==> src/rtl/udma_pkg.sv <==
// shared timing constants and mode table for the data-in burst link
package udma_pkg;

    // ************************************************************
    // clock and timer widths
    // ************************************************************
    localparam int CLK_NS  = 20;
    localparam int TMR_W   = 8;
    localparam int DATA_W  = 16;
    localparam int MODES   = 5;

    // ************************************************************
    // interval figures in ns (plain defaults)
    // ************************************************************
    localparam int T_ACK_NS    = 20;
    localparam int T_ENV_NS    = 20;
    localparam int T_ZIORDY_NS = 20;
    localparam int T_ZAD_NS    = 20;
    localparam int T_DVS_NS    = 40;
    localparam int T_DVH_NS    = 80;
    localparam int T_RP_NS     = 160;
    localparam int T_MLI_NS    = 20;
    localparam int T_CYC0_NS   = 240;
    localparam int T_CYC1_NS   = 180;
    localparam int T_CYC2_NS   = 140;
    localparam int T_CYC3_NS   = 120;
    localparam int T_CYC4_NS   = 120;

    // least time rounded up, never under one cycle
    function automatic int cyc_up(input int ns);
        int c;
        c = (ns + CLK_NS - 1) / CLK_NS;
        cyc_up = (c < 1) ? 1 : c;
    endfunction

    localparam logic [TMR_W-1:0] T_ACK_CYC    = TMR_W'(cyc_up(T_ACK_NS));
    localparam logic [TMR_W-1:0] T_ENV_CYC    = TMR_W'(cyc_up(T_ENV_NS));
    localparam logic [TMR_W-1:0] T_ZIORDY_CYC = TMR_W'(cyc_up(T_ZIORDY_NS));
    localparam logic [TMR_W-1:0] T_ZAD_CYC    = TMR_W'(cyc_up(T_ZAD_NS));
    localparam logic [TMR_W-1:0] T_DVS_CYC    = TMR_W'(cyc_up(T_DVS_NS));
    localparam logic [TMR_W-1:0] T_DVH_CYC    = TMR_W'(cyc_up(T_DVH_NS));
    localparam logic [TMR_W-1:0] T_RP_CYC     = TMR_W'(cyc_up(T_RP_NS));
    localparam logic [TMR_W-1:0] T_MLI_CYC    = TMR_W'(cyc_up(T_MLI_NS));

    // ************************************************************
    // strobe spacing per mode
    // ************************************************************
    function automatic logic [TMR_W-1:0] cyc_for_mode(input logic [2:0] mode);
        case (mode)
            3'h0:    cyc_for_mode = TMR_W'(cyc_up(T_CYC0_NS));
            3'h1:    cyc_for_mode = TMR_W'(cyc_up(T_CYC1_NS));
            3'h2:    cyc_for_mode = TMR_W'(cyc_up(T_CYC2_NS));
            3'h3:    cyc_for_mode = TMR_W'(cyc_up(T_CYC3_NS));
            default: cyc_for_mode = TMR_W'(cyc_up(T_CYC4_NS));
        endcase
    endfunction

    localparam logic [2:0]  SYNC_RST = 3'h7;
    localparam logic [15:0] DD_PULL  = 16'hffff;

endpackage

==> src/rtl/udma_link_if.sv <==
// parallel link between device end and host end
`timescale 1ns/10ps
interface udma_link_if;
    logic        dmarq;
    logic        dmack_n;
    logic        stop;
    logic        hdmardy_n;
    logic        addr_quiet;
    logic        dstrobe_out;
    logic        dstrobe_oe;
    logic        dstrobe;
    logic [15:0] dd_dev_out;
    logic        dd_dev_oe;
    logic [15:0] dd_host_out;
    logic        dd_host_oe;
    logic [15:0] dd;

    // ************************************************************
    // bus resolution with pull-ups
    // ************************************************************
    assign dd      = dd_dev_oe ? dd_dev_out : (dd_host_oe ? dd_host_out : udma_pkg::DD_PULL);
    assign dstrobe = dstrobe_oe ? dstrobe_out : 1'b1;

    modport device (
        output dmarq,
        output dstrobe_out,
        output dstrobe_oe,
        output dd_dev_out,
        output dd_dev_oe,
        input  dmack_n,
        input  stop,
        input  hdmardy_n,
        input  dd
    );

    modport host (
        output dmack_n,
        output stop,
        output hdmardy_n,
        output addr_quiet,
        output dd_host_out,
        output dd_host_oe,
        input  dmarq,
        input  dstrobe,
        input  dd
    );
endinterface

==> src/rtl/udma_dev_end.sv <==
// device end of the data-in burst: request, strobe and word drive
`timescale 1ns/10ps

// Functional notes
// (RULE_01) host keeps acknowledge negated before burst
// (RULE_02) request held until first strobe fall
// (RULE_03) host asserts stop, drops ready, quiets selects
// (RULE_04) host keeps selects quiet through burst
// (RULE_05) host acknowledges tACK later, holds it
// (RULE_06) host frees data bus within tAZ
// (RULE_07) strobe driven tZIORDY after acknowledge, kept
// (RULE_08) host releases stop, asserts ready within tENV
// (RULE_09) data drive waits tZAD after host ready
// (RULE_10) first word placed on first drive
// (RULE_11) first strobe fall tDVS after word
// (RULE_12) each word then one strobe edge
// (RULE_13) strobe edges spaced by mode cycle time
// (RULE_14) data held tDVH after each edge
// (RULE_15) repeat until done or paused
// (RULE_16) no device pause before first word
// (RULE_17) pause stops edges, resume adds edge
// (RULE_18) host drops ready, waits tRP before stop
// (RULE_19) no host pause before first word
// (RULE_20) host pauses and resumes with ready
// (RULE_21) edges cease within tRFS of ready drop
// (RULE_22) slow modes host takes two extra words
// (RULE_23) fast modes host takes three extra
// (RULE_24) intervals are mode-selected cycle counts; only strobe spacing follows MODE here, the other intervals are fixed counts
module udma_dev_end #(
    parameter int DW = udma_pkg::DATA_W
) (
    input  wire logic          CORE_CLK,
    input  wire logic          SYS_RST,
    input  wire logic [2:0]    MODE,
    input  wire logic [DW-1:0] IN_DATA,
    input  wire logic          IN_VALID,
    output logic               IN_READY,
    input  wire logic          PAUSE_REQ,
    output logic               BURST_ACTIVE,
    udma_link_if.device        LINK
);

    initial
    begin
        if (DW != udma_pkg::DATA_W)
        begin
            $error("data width must match the link");
        end
    end

    typedef enum logic [5:0] {
        D_IDLE  = 6'h01,
        D_REQ   = 6'h02,
        D_ZIO   = 6'h04,
        D_ZAD   = 6'h08,
        D_XFER  = 6'h10,
        D_END   = 6'h20
    } dev_state_e;

    localparam logic [udma_pkg::TMR_W-1:0] GAP_MAX = '1;

    dev_state_e                   state;
    logic [2:0]                   sync1;
    logic [2:0]                   sync2;
    logic                         ack_on;
    logic                         stop_on;
    logic                         rdy_on;
    logic [udma_pkg::TMR_W-1:0]   tmr;
    logic [udma_pkg::TMR_W-1:0]   gap;
    logic [udma_pkg::TMR_W-1:0]   dvs;
    logic [udma_pkg::TMR_W-1:0]   cyc;
    logic [DW-1:0]                mem [2];
    logic                         wr_ptr;
    logic                         rd_ptr;
    logic [1:0]                   count;
    logic                         push;
    logic                         have_word;
    logic                         first_done;
    logic                         load;
    logic                         edge_go;
    logic                         dmarq;
    logic                         dstrobe_out;
    logic                         dstrobe_oe;
    logic [DW-1:0]                dd_out;
    logic                         dd_oe;

    // ************************************************************
    // link input synchronisers
    // ************************************************************
    always_ff @(posedge CORE_CLK or posedge SYS_RST)
    begin
        if (SYS_RST)
        begin
            sync1 <= udma_pkg::SYNC_RST;
            sync2 <= udma_pkg::SYNC_RST;
        end
        else
        begin
            sync1 <= {LINK.dmack_n, LINK.stop, LINK.hdmardy_n};
            sync2 <= sync1;
        end
    end

    assign ack_on  = !sync2[2];
    assign stop_on = sync2[1];
    assign rdy_on  = !sync2[0];
    assign cyc     = udma_pkg::cyc_for_mode(MODE); // [RULE_24]

    // ************************************************************
    // two-entry word buffer
    // ************************************************************
    assign IN_READY = (count != 2'h2);
    assign push     = IN_VALID && IN_READY;

    always_ff @(posedge CORE_CLK or posedge SYS_RST)
    begin
        if (SYS_RST)
        begin
            wr_ptr <= 1'b0;
            rd_ptr <= 1'b0;
            count  <= 2'h0;
        end
        else
        begin
            if (push)
            begin
                wr_ptr <= !wr_ptr;
            end
            if (edge_go)
            begin
                rd_ptr <= !rd_ptr;
            end
            count <= 2'(count + {1'b0, push} - {1'b0, edge_go});
        end
    end

    always_ff @(posedge CORE_CLK)
    begin
        if (push)
        begin
            mem[wr_ptr] <= IN_DATA;
        end
    end

    // ************************************************************
    // word load and strobe edge decisions
    // ************************************************************
    assign load = (state == D_XFER) && !have_word && (count != 2'h0) && !stop_on
                  && (gap >= udma_pkg::T_DVH_CYC); // [RULE_14] [RULE_10]
    assign edge_go = (state == D_XFER) && have_word && !stop_on
                     && (dvs >= udma_pkg::T_DVS_CYC) // [RULE_11] [RULE_12]
                     && (gap >= cyc) // [RULE_13]
                     && rdy_on // [RULE_21]
                     && !(PAUSE_REQ && first_done); // [RULE_16] [RULE_17]

    // ************************************************************
    // state sequence
    // ************************************************************
    always_ff @(posedge CORE_CLK or posedge SYS_RST)
    begin
        if (SYS_RST)
        begin
            state <= D_IDLE;
            tmr   <= '0;
        end
        else
        begin
            case (state)
                D_IDLE:
                begin
                    tmr <= '0;
                    if (count != 2'h0 && !ack_on)
                    begin
                        state <= D_REQ;
                    end
                end
                D_REQ:
                begin
                    if (ack_on)
                    begin
                        state <= D_ZIO;
                    end
                end
                D_ZIO:
                begin
                    if (tmr >= udma_pkg::T_ZIORDY_CYC) // [RULE_07]
                    begin
                        tmr <= '0;
                        state <= D_ZAD;
                    end
                    else
                    begin
                        tmr <= tmr + 1'b1;
                    end
                end
                D_ZAD:
                begin
                    if (stop_on || !rdy_on)
                    begin
                        tmr <= '0;
                    end
                    else if (tmr >= udma_pkg::T_ZAD_CYC) // [RULE_09]
                    begin
                        state <= D_XFER;
                    end
                    else
                    begin
                        tmr <= tmr + 1'b1;
                    end
                end
                D_XFER:
                begin
                    if (stop_on && first_done)
                    begin
                        state <= D_END;
                    end
                end
                D_END:
                begin
                    if (!ack_on)
                    begin
                        state <= D_IDLE;
                    end
                end
                default:
                begin
                    state <= D_IDLE;
                end
            endcase
        end
    end

    // ************************************************************
    // strobe spacing and data setup counters
    // ************************************************************
    always_ff @(posedge CORE_CLK or posedge SYS_RST)
    begin
        if (SYS_RST)
        begin
            gap <= GAP_MAX;
            dvs <= '0;
        end
        else
        begin
            if (edge_go || state != D_XFER && state != D_END)
            begin
                gap <= edge_go ? '0 : GAP_MAX;
            end
            else if (gap != GAP_MAX)
            begin
                gap <= gap + 1'b1;
            end
            if (load)
            begin
                dvs <= '0;
            end
            else if (dvs != GAP_MAX)
            begin
                dvs <= dvs + 1'b1;
            end
        end
    end

    // ************************************************************
    // link outputs
    // ************************************************************
    always_ff @(posedge CORE_CLK or posedge SYS_RST)
    begin
        if (SYS_RST)
        begin
            dmarq       <= 1'b0;
            dstrobe_out <= 1'b1;
            dstrobe_oe  <= 1'b0;
            dd_out      <= '0;
            dd_oe       <= 1'b0;
            have_word   <= 1'b0;
            first_done  <= 1'b0;
        end
        else
        begin
            dmarq <= (state == D_REQ) || (state == D_ZIO) || (state == D_ZAD)
                     || (state == D_XFER && !(stop_on && first_done)); // [RULE_02]
            if (state == D_ZAD)
            begin
                dstrobe_oe <= 1'b1; // [RULE_07]
            end
            else if (state == D_IDLE || (state == D_END && !ack_on))
            begin
                dstrobe_oe <= 1'b0;
            end
            if (edge_go)
            begin
                dstrobe_out <= !dstrobe_out; // [RULE_12] [RULE_15]
            end
            else if (state == D_END || state == D_IDLE)
            begin
                dstrobe_out <= 1'b1;
            end
            if (load)
            begin
                dd_out <= mem[rd_ptr]; // [RULE_10]
                dd_oe  <= 1'b1;
            end
            else if (state != D_XFER)
            begin
                dd_oe <= 1'b0;
            end
            if (load)
            begin
                have_word <= 1'b1;
            end
            else if (edge_go || state != D_XFER)
            begin
                have_word <= 1'b0;
            end
            if (edge_go)
            begin
                first_done <= 1'b1;
            end
            else if (state == D_IDLE)
            begin
                first_done <= 1'b0;
            end
        end
    end

    assign LINK.dmarq       = dmarq;
    assign LINK.dstrobe_out = dstrobe_out;
    assign LINK.dstrobe_oe  = dstrobe_oe;
    assign LINK.dd_dev_out  = dd_out;
    assign LINK.dd_dev_oe   = dd_oe;
    assign BURST_ACTIVE     = (state != D_IDLE);

endmodule

==> src/flat_wrapper.sv <==
// flat-port wrapper written by rule: the top's interface ports become plain ports
module udma_dev_end_flat 
#(
    parameter int DW = udma_pkg::DATA_W
)
  (CORE_CLK, SYS_RST, MODE, IN_DATA, IN_VALID, IN_READY, PAUSE_REQ, BURST_ACTIVE, LINK_dmarq, LINK_dstrobe_out, LINK_dstrobe_oe, LINK_dd_dev_out, LINK_dd_dev_oe, LINK_dmack_n, LINK_stop, LINK_hdmardy_n);
  udma_link_if LINK_i ();
  input  wire logic CORE_CLK;
  input  wire logic SYS_RST;
  input  wire logic [2:0] MODE;
  input  wire logic [DW-1:0] IN_DATA;
  input  wire logic IN_VALID;
  output logic IN_READY;
  input  wire logic PAUSE_REQ;
  output logic BURST_ACTIVE;
  output wire logic [$bits(LINK_i.dmarq)-1:0] LINK_dmarq;
  output wire logic [$bits(LINK_i.dstrobe_out)-1:0] LINK_dstrobe_out;
  output wire logic [$bits(LINK_i.dstrobe_oe)-1:0] LINK_dstrobe_oe;
  output wire logic [$bits(LINK_i.dd_dev_out)-1:0] LINK_dd_dev_out;
  output wire logic [$bits(LINK_i.dd_dev_oe)-1:0] LINK_dd_dev_oe;
  input wire logic [$bits(LINK_i.dmack_n)-1:0] LINK_dmack_n;
  input wire logic [$bits(LINK_i.stop)-1:0] LINK_stop;
  input wire logic [$bits(LINK_i.hdmardy_n)-1:0] LINK_hdmardy_n;
  assign LINK_dmarq = LINK_i.dmarq;
  assign LINK_dstrobe_out = LINK_i.dstrobe_out;
  assign LINK_dstrobe_oe = LINK_i.dstrobe_oe;
  assign LINK_dd_dev_out = LINK_i.dd_dev_out;
  assign LINK_dd_dev_oe = LINK_i.dd_dev_oe;
  assign LINK_i.dmack_n = LINK_dmack_n;
  assign LINK_i.stop = LINK_stop;
  assign LINK_i.hdmardy_n = LINK_hdmardy_n;
  udma_dev_end #(.DW(DW)) u_core (.CORE_CLK(CORE_CLK), .SYS_RST(SYS_RST), .MODE(MODE), .IN_DATA(IN_DATA), .IN_VALID(IN_VALID), .IN_READY(IN_READY), .PAUSE_REQ(PAUSE_REQ), .BURST_ACTIVE(BURST_ACTIVE), .LINK(LINK_i));
endmodule
==> config.mk <==
export PLATFORM = sky130hd
export DESIGN_NAME = udma_dev_end_flat
export DESIGN_NICKNAME = d
export VERILOG_FILES = /design/src/rtl/udma_pkg.sv /design/src/rtl/udma_link_if.sv /design/src/rtl/udma_dev_end.sv /design/src/flat_wrapper.sv
export SDC_FILE = /design/constraint.sdc
export NUM_CORES = 1
export LEC_CHECK = 0
export ABC_AREA = 1
export BUFFER_PORTS_ARGS = -buffer_cell sky130_fd_sc_hd__buf_4
export CAP_MARGIN = 10
export CORE_UTILIZATION = 45
export CTS_BUF_LIST = sky130_fd_sc_hd__clkbuf_2 sky130_fd_sc_hd__clkbuf_4 sky130_fd_sc_hd__clkbuf_8
export CTS_CLUSTER_DIAMETER = 40
export DETAILED_ROUTE_END_ITERATION = 10
export GPL_TIMING_DRIVEN = 1
export SYNTH_ARGS = -nofsm -noshare
export SYNTH_HDL_FRONTEND = slang
export SYNTH_SLANG_ARGS = --single-unit
==> constraint.sdc <==
create_clock -name CORE_CLK -period 5 [get_ports CORE_CLK]
set_input_delay 0.75 -clock CORE_CLK [delete_from_list [all_inputs] [get_ports CORE_CLK]]
set_output_delay 0.75 -clock CORE_CLK [all_outputs]
set_load 0.05 [all_outputs]
==> results by group <==
Global routing
  – GR Util All Layers: 16.8%
  – Vias in the first global route: 2919
  – First-pass GRT wire length: 13.2 mm
  – Global route overflow: 0
  – Pin count of the biggest net entering global routing: 45
  – Initial antenna violation count: 0

Critical path
  – R2r worst-path depth: 14
  – Crit Path Class: input pin to register
  – CP endpoint kind: register
  – Crit path arrival time: 2.87 ns
  – Crit. path cell count: 16
  – Worst path max stage delay: 0.25 ns
  – Crit path launch type: input pin
  – Crit-path max FO: 14
  – Crit-path leading delay family: simple AND/OR/NAND/NOR gates
  – CP max-delay cell: ha_1
  – Required time worst endpoint: 5.25 ns
  – CP most frequent cell: nand2_1
  – CP Cell Sequence: buf_4 -> nor3_1 -> o21bai_1 -> ha_1 -> o21ai_0 -> nand2_1 -> nand2_1 -> nand2_1 -> nand2_2 -> nand2_1 -> nand2_1 -> ha_1 -> xor2_1 -> inv_1 -> nand4_1 -> nand2_1
  – Buffers & Inverters on Critical Path: 2

Routing
  – M1 WL: 3.57 mm
  – DRC violations left: 0
  – WL met2: 3.68 mm
  – Routed WL per cell: 12.7 um
  – Drt first-iter violations: 129
  – Metal3 WL: 453 um
  – Pre-antenna DRT Iters: 6
  – Highest routing layer actually used: met4
  – Post-Route WL: 7.79 mm
  – DRT antenna net count: 0
  – Vias per cell: 4.88
  – Via count: 3000

Layout
  – Most frequent cells in the layout: 103 x nand2_1, 49 x buf_4, 47 x inv_1
  – Post-layout net count: 519
  – Layout fillers: 815
  – Commonest non-fill, non-tap cell in the layout: nand2_1
  – Area delta synth->final: 14.9%
  – ANT cells: 0
  – Fin util: 54.0%
  – Layout cells sized above 1: 24.7%

Clocking
  – Resized Gates After CTS: 0
  – Bufs on Longest Clock Path: 2
  – Post-CTS Hold Fix Bufs: 0
  – Root Driver: clkbuf_8
  – H-tree depth: 3
  – CTS Sinks: 94
  – Clock Latency Late Sink: 0.35 ns
  – CTS clk-pin slew, worst paths: 0.10 ns
  – CTS tree: built
  – Number of buffers created by CTS: 9
  – Postcts setup bufs: 0

Synth
  – Largest cells by area after synthesis: dfrtp_1 26%, edfxtp_1 22%, dfstp_2 9.6%, nand2_1 8.8%, inv_1 4.1%
  – Main synth FF type: dfrtp_1
  – Netlist cell types: 38
  – Top-area cell type share of the netlist area: 26.2%
  – Yosys reg bits: 94
  – Synth warnings: 0
  – Post-synthesis async set-or-reset flop share: 66.0%
  – Syn avg cell area: 10.3 sq um
  – Synth Cell Area: 0.00439 sq mm
  – Largest area contributor in the netlist: dfrtp_1
  – Post-Syn Instances: 428
  – Syn_nets: 466
  – Sequential fraction of the synthesis area: 57.7%
  – Post-synth EDFFs: 32

STA
  – RSZ-0062 raised after global routing: false
  – Final setup fails: 0
  – Worst Skew: 0.00989 ns
  – Min Clock Period, post-route: 2.63 ns
  – Setup ws final: 2.37 ns
  – Setup TNS: 0 ns
  – Final Hold Viols: 0
  – Slew headroom: 28.9%
  – Max Clk Rate: 381 MHz
  – Tightest Pin Transition: 1.07 ns
  – Fin crit share: 52.5%
  – Max Slew Vio Count: 0

Die
  – Core Area: 0.00933 sq mm
  – Starting Density: 47.1%
  – I/O pin count: 48
  – Die Area: 0.0102 sq mm
  – Row count: 35
  – Die Y: 101 um
  – Die X: 101 um

Run
  – # Max-Cap Violations: 0

Min path
  – Worst Hold Class: register to register
  – Hold path depth: 0

Power and ir drop
  – Leak: 2.42 nW
  – P per Cell Area: 503 mW/mm^2
  – Worst vdd ir: 277 uV

Status
  – Outcome: completed

Placed design
  – Worst slack, placed: 2.04 ns
  – Gpl congestion: 0.788
  – IO buf count: 47
  – HPWL Detailed: 5.39 mm
## through the flow
| step | area [sq um] | hold slack [ns] | total power [W] | std cells |
|---|---|---|---|---|
| global route | 5040 | 0.365 | 0.00270 | 615 |
| CTS | 5040 | 0.361 | 0.00257 | 615 |
| finish | 5040 | 0.361 | 0.00254 | 615 |
| floorplan | 4390 | 0.345 | 0.00182 | 428 |
| global placement | 4850 | 0.347 | 0.00207 | 599 |
| detailed placement | 4850 | 0.347 | 0.00209 | 599 |
## final timing paths
path                                         endpoint  slack (ns)            start
setup / recovery                      u_core.count[1]        2.37          MODE[2]
hold / removal                        u_core.sync2[1]        0.36  u_core.sync1[1]
setup reg to reg                      u_core.count[1]        2.58    u_core.gap[0]
hold reg to reg                       u_core.sync2[1]        0.36  u_core.sync1[1]
max in group asynchronous             u_core.sync1[0]        3.68          SYS_RST
min in group asynchronous  u_core.LINK.dd_dev_out[11]        0.39          SYS_RST
## per-layer routing
layer	up-vias	GRT usage [%]
met5	-	0
li1	1509	-
met2	77	28.7
met1	1407	20.7
met4	0	5.80
met3	7	4.44
## logic make-up after synthesis
logic type,after synthesis,share of synthesized area (%)
simple gates,202,21.2
flops,94,57.7
buf+inv,59,6.13
compound gates,36,6.10
mux,16,3.65
fa+ha+maj,12,3.42
xor+xnor,9,1.80
## registers in the layout, indices dropped and copies added, names as in the netlist
signal / flops
u_core.wr_ptr: 1
u_core.LINK.dstrobe_oe: 1
u_core.mem: 32
u_core.LINK.dd_dev_out: 16
u_core.count: 2
u_core.state: 6
u_core.sync2: 3
u_core.first_done: 1
u_core.dvs: 8
u_core.LINK.dmarq: 1
u_core.tmr: 8
u_core.LINK.dd_dev_oe: 1
u_core.gap: 8
u_core.rd_ptr: 1
u_core.sync1: 3
u_core.have_word: 1
u_core.LINK.dstrobe_out: 1
## synth_stat cells, types with 3 or more instances
| library cell | n |
|---|---|
| o21ai_0 | 4 |
| dfstp_2 | 16 |
| o21ai_2 | 16 |
| nand4_1 | 6 |
| nor3_1 | 8 |
| xor2_1 | 8 |
| mux2i_1 | 16 |
| inv_1 | 48 |
| edfxtp_1 | 32 |
| dfrtp_1 | 46 |
| nand3_1 | 30 |
| nor2_2 | 3 |
| o21ai_1 | 7 |
| nand2_2 | 3 |
| nor2_1 | 35 |
| nand2_1 | 103 |
| buf_6 | 5 |
| nor2_4 | 5 |
| ha_1 | 12 |
## cell type report
cell class / count / area (sq um) / area share, %
well taps: 129 / 161 / 3.20
repair buffers: 49 / 368 / 7.30
multi-input cells: 275 / 1590 / 31.5
inverters: 52 / 203 / 4.02
clock buffers: 9 / 124 / 2.46
flip-flops and latches: 94 / 2530 / 50.2
clock inverters: 7 / 62.6 / 1.24
## power breakdown
part	internal, W	switching, W	total (W)
Clock	0.000192	0.000282	0.000475
Combinational	0.000300	0.000656	0.000956
Sequential	0.000995	0.000112	0.00111
Total	0.00149	0.00105	0.00254
Note: power is estimated with default switching activity, not from simulation.
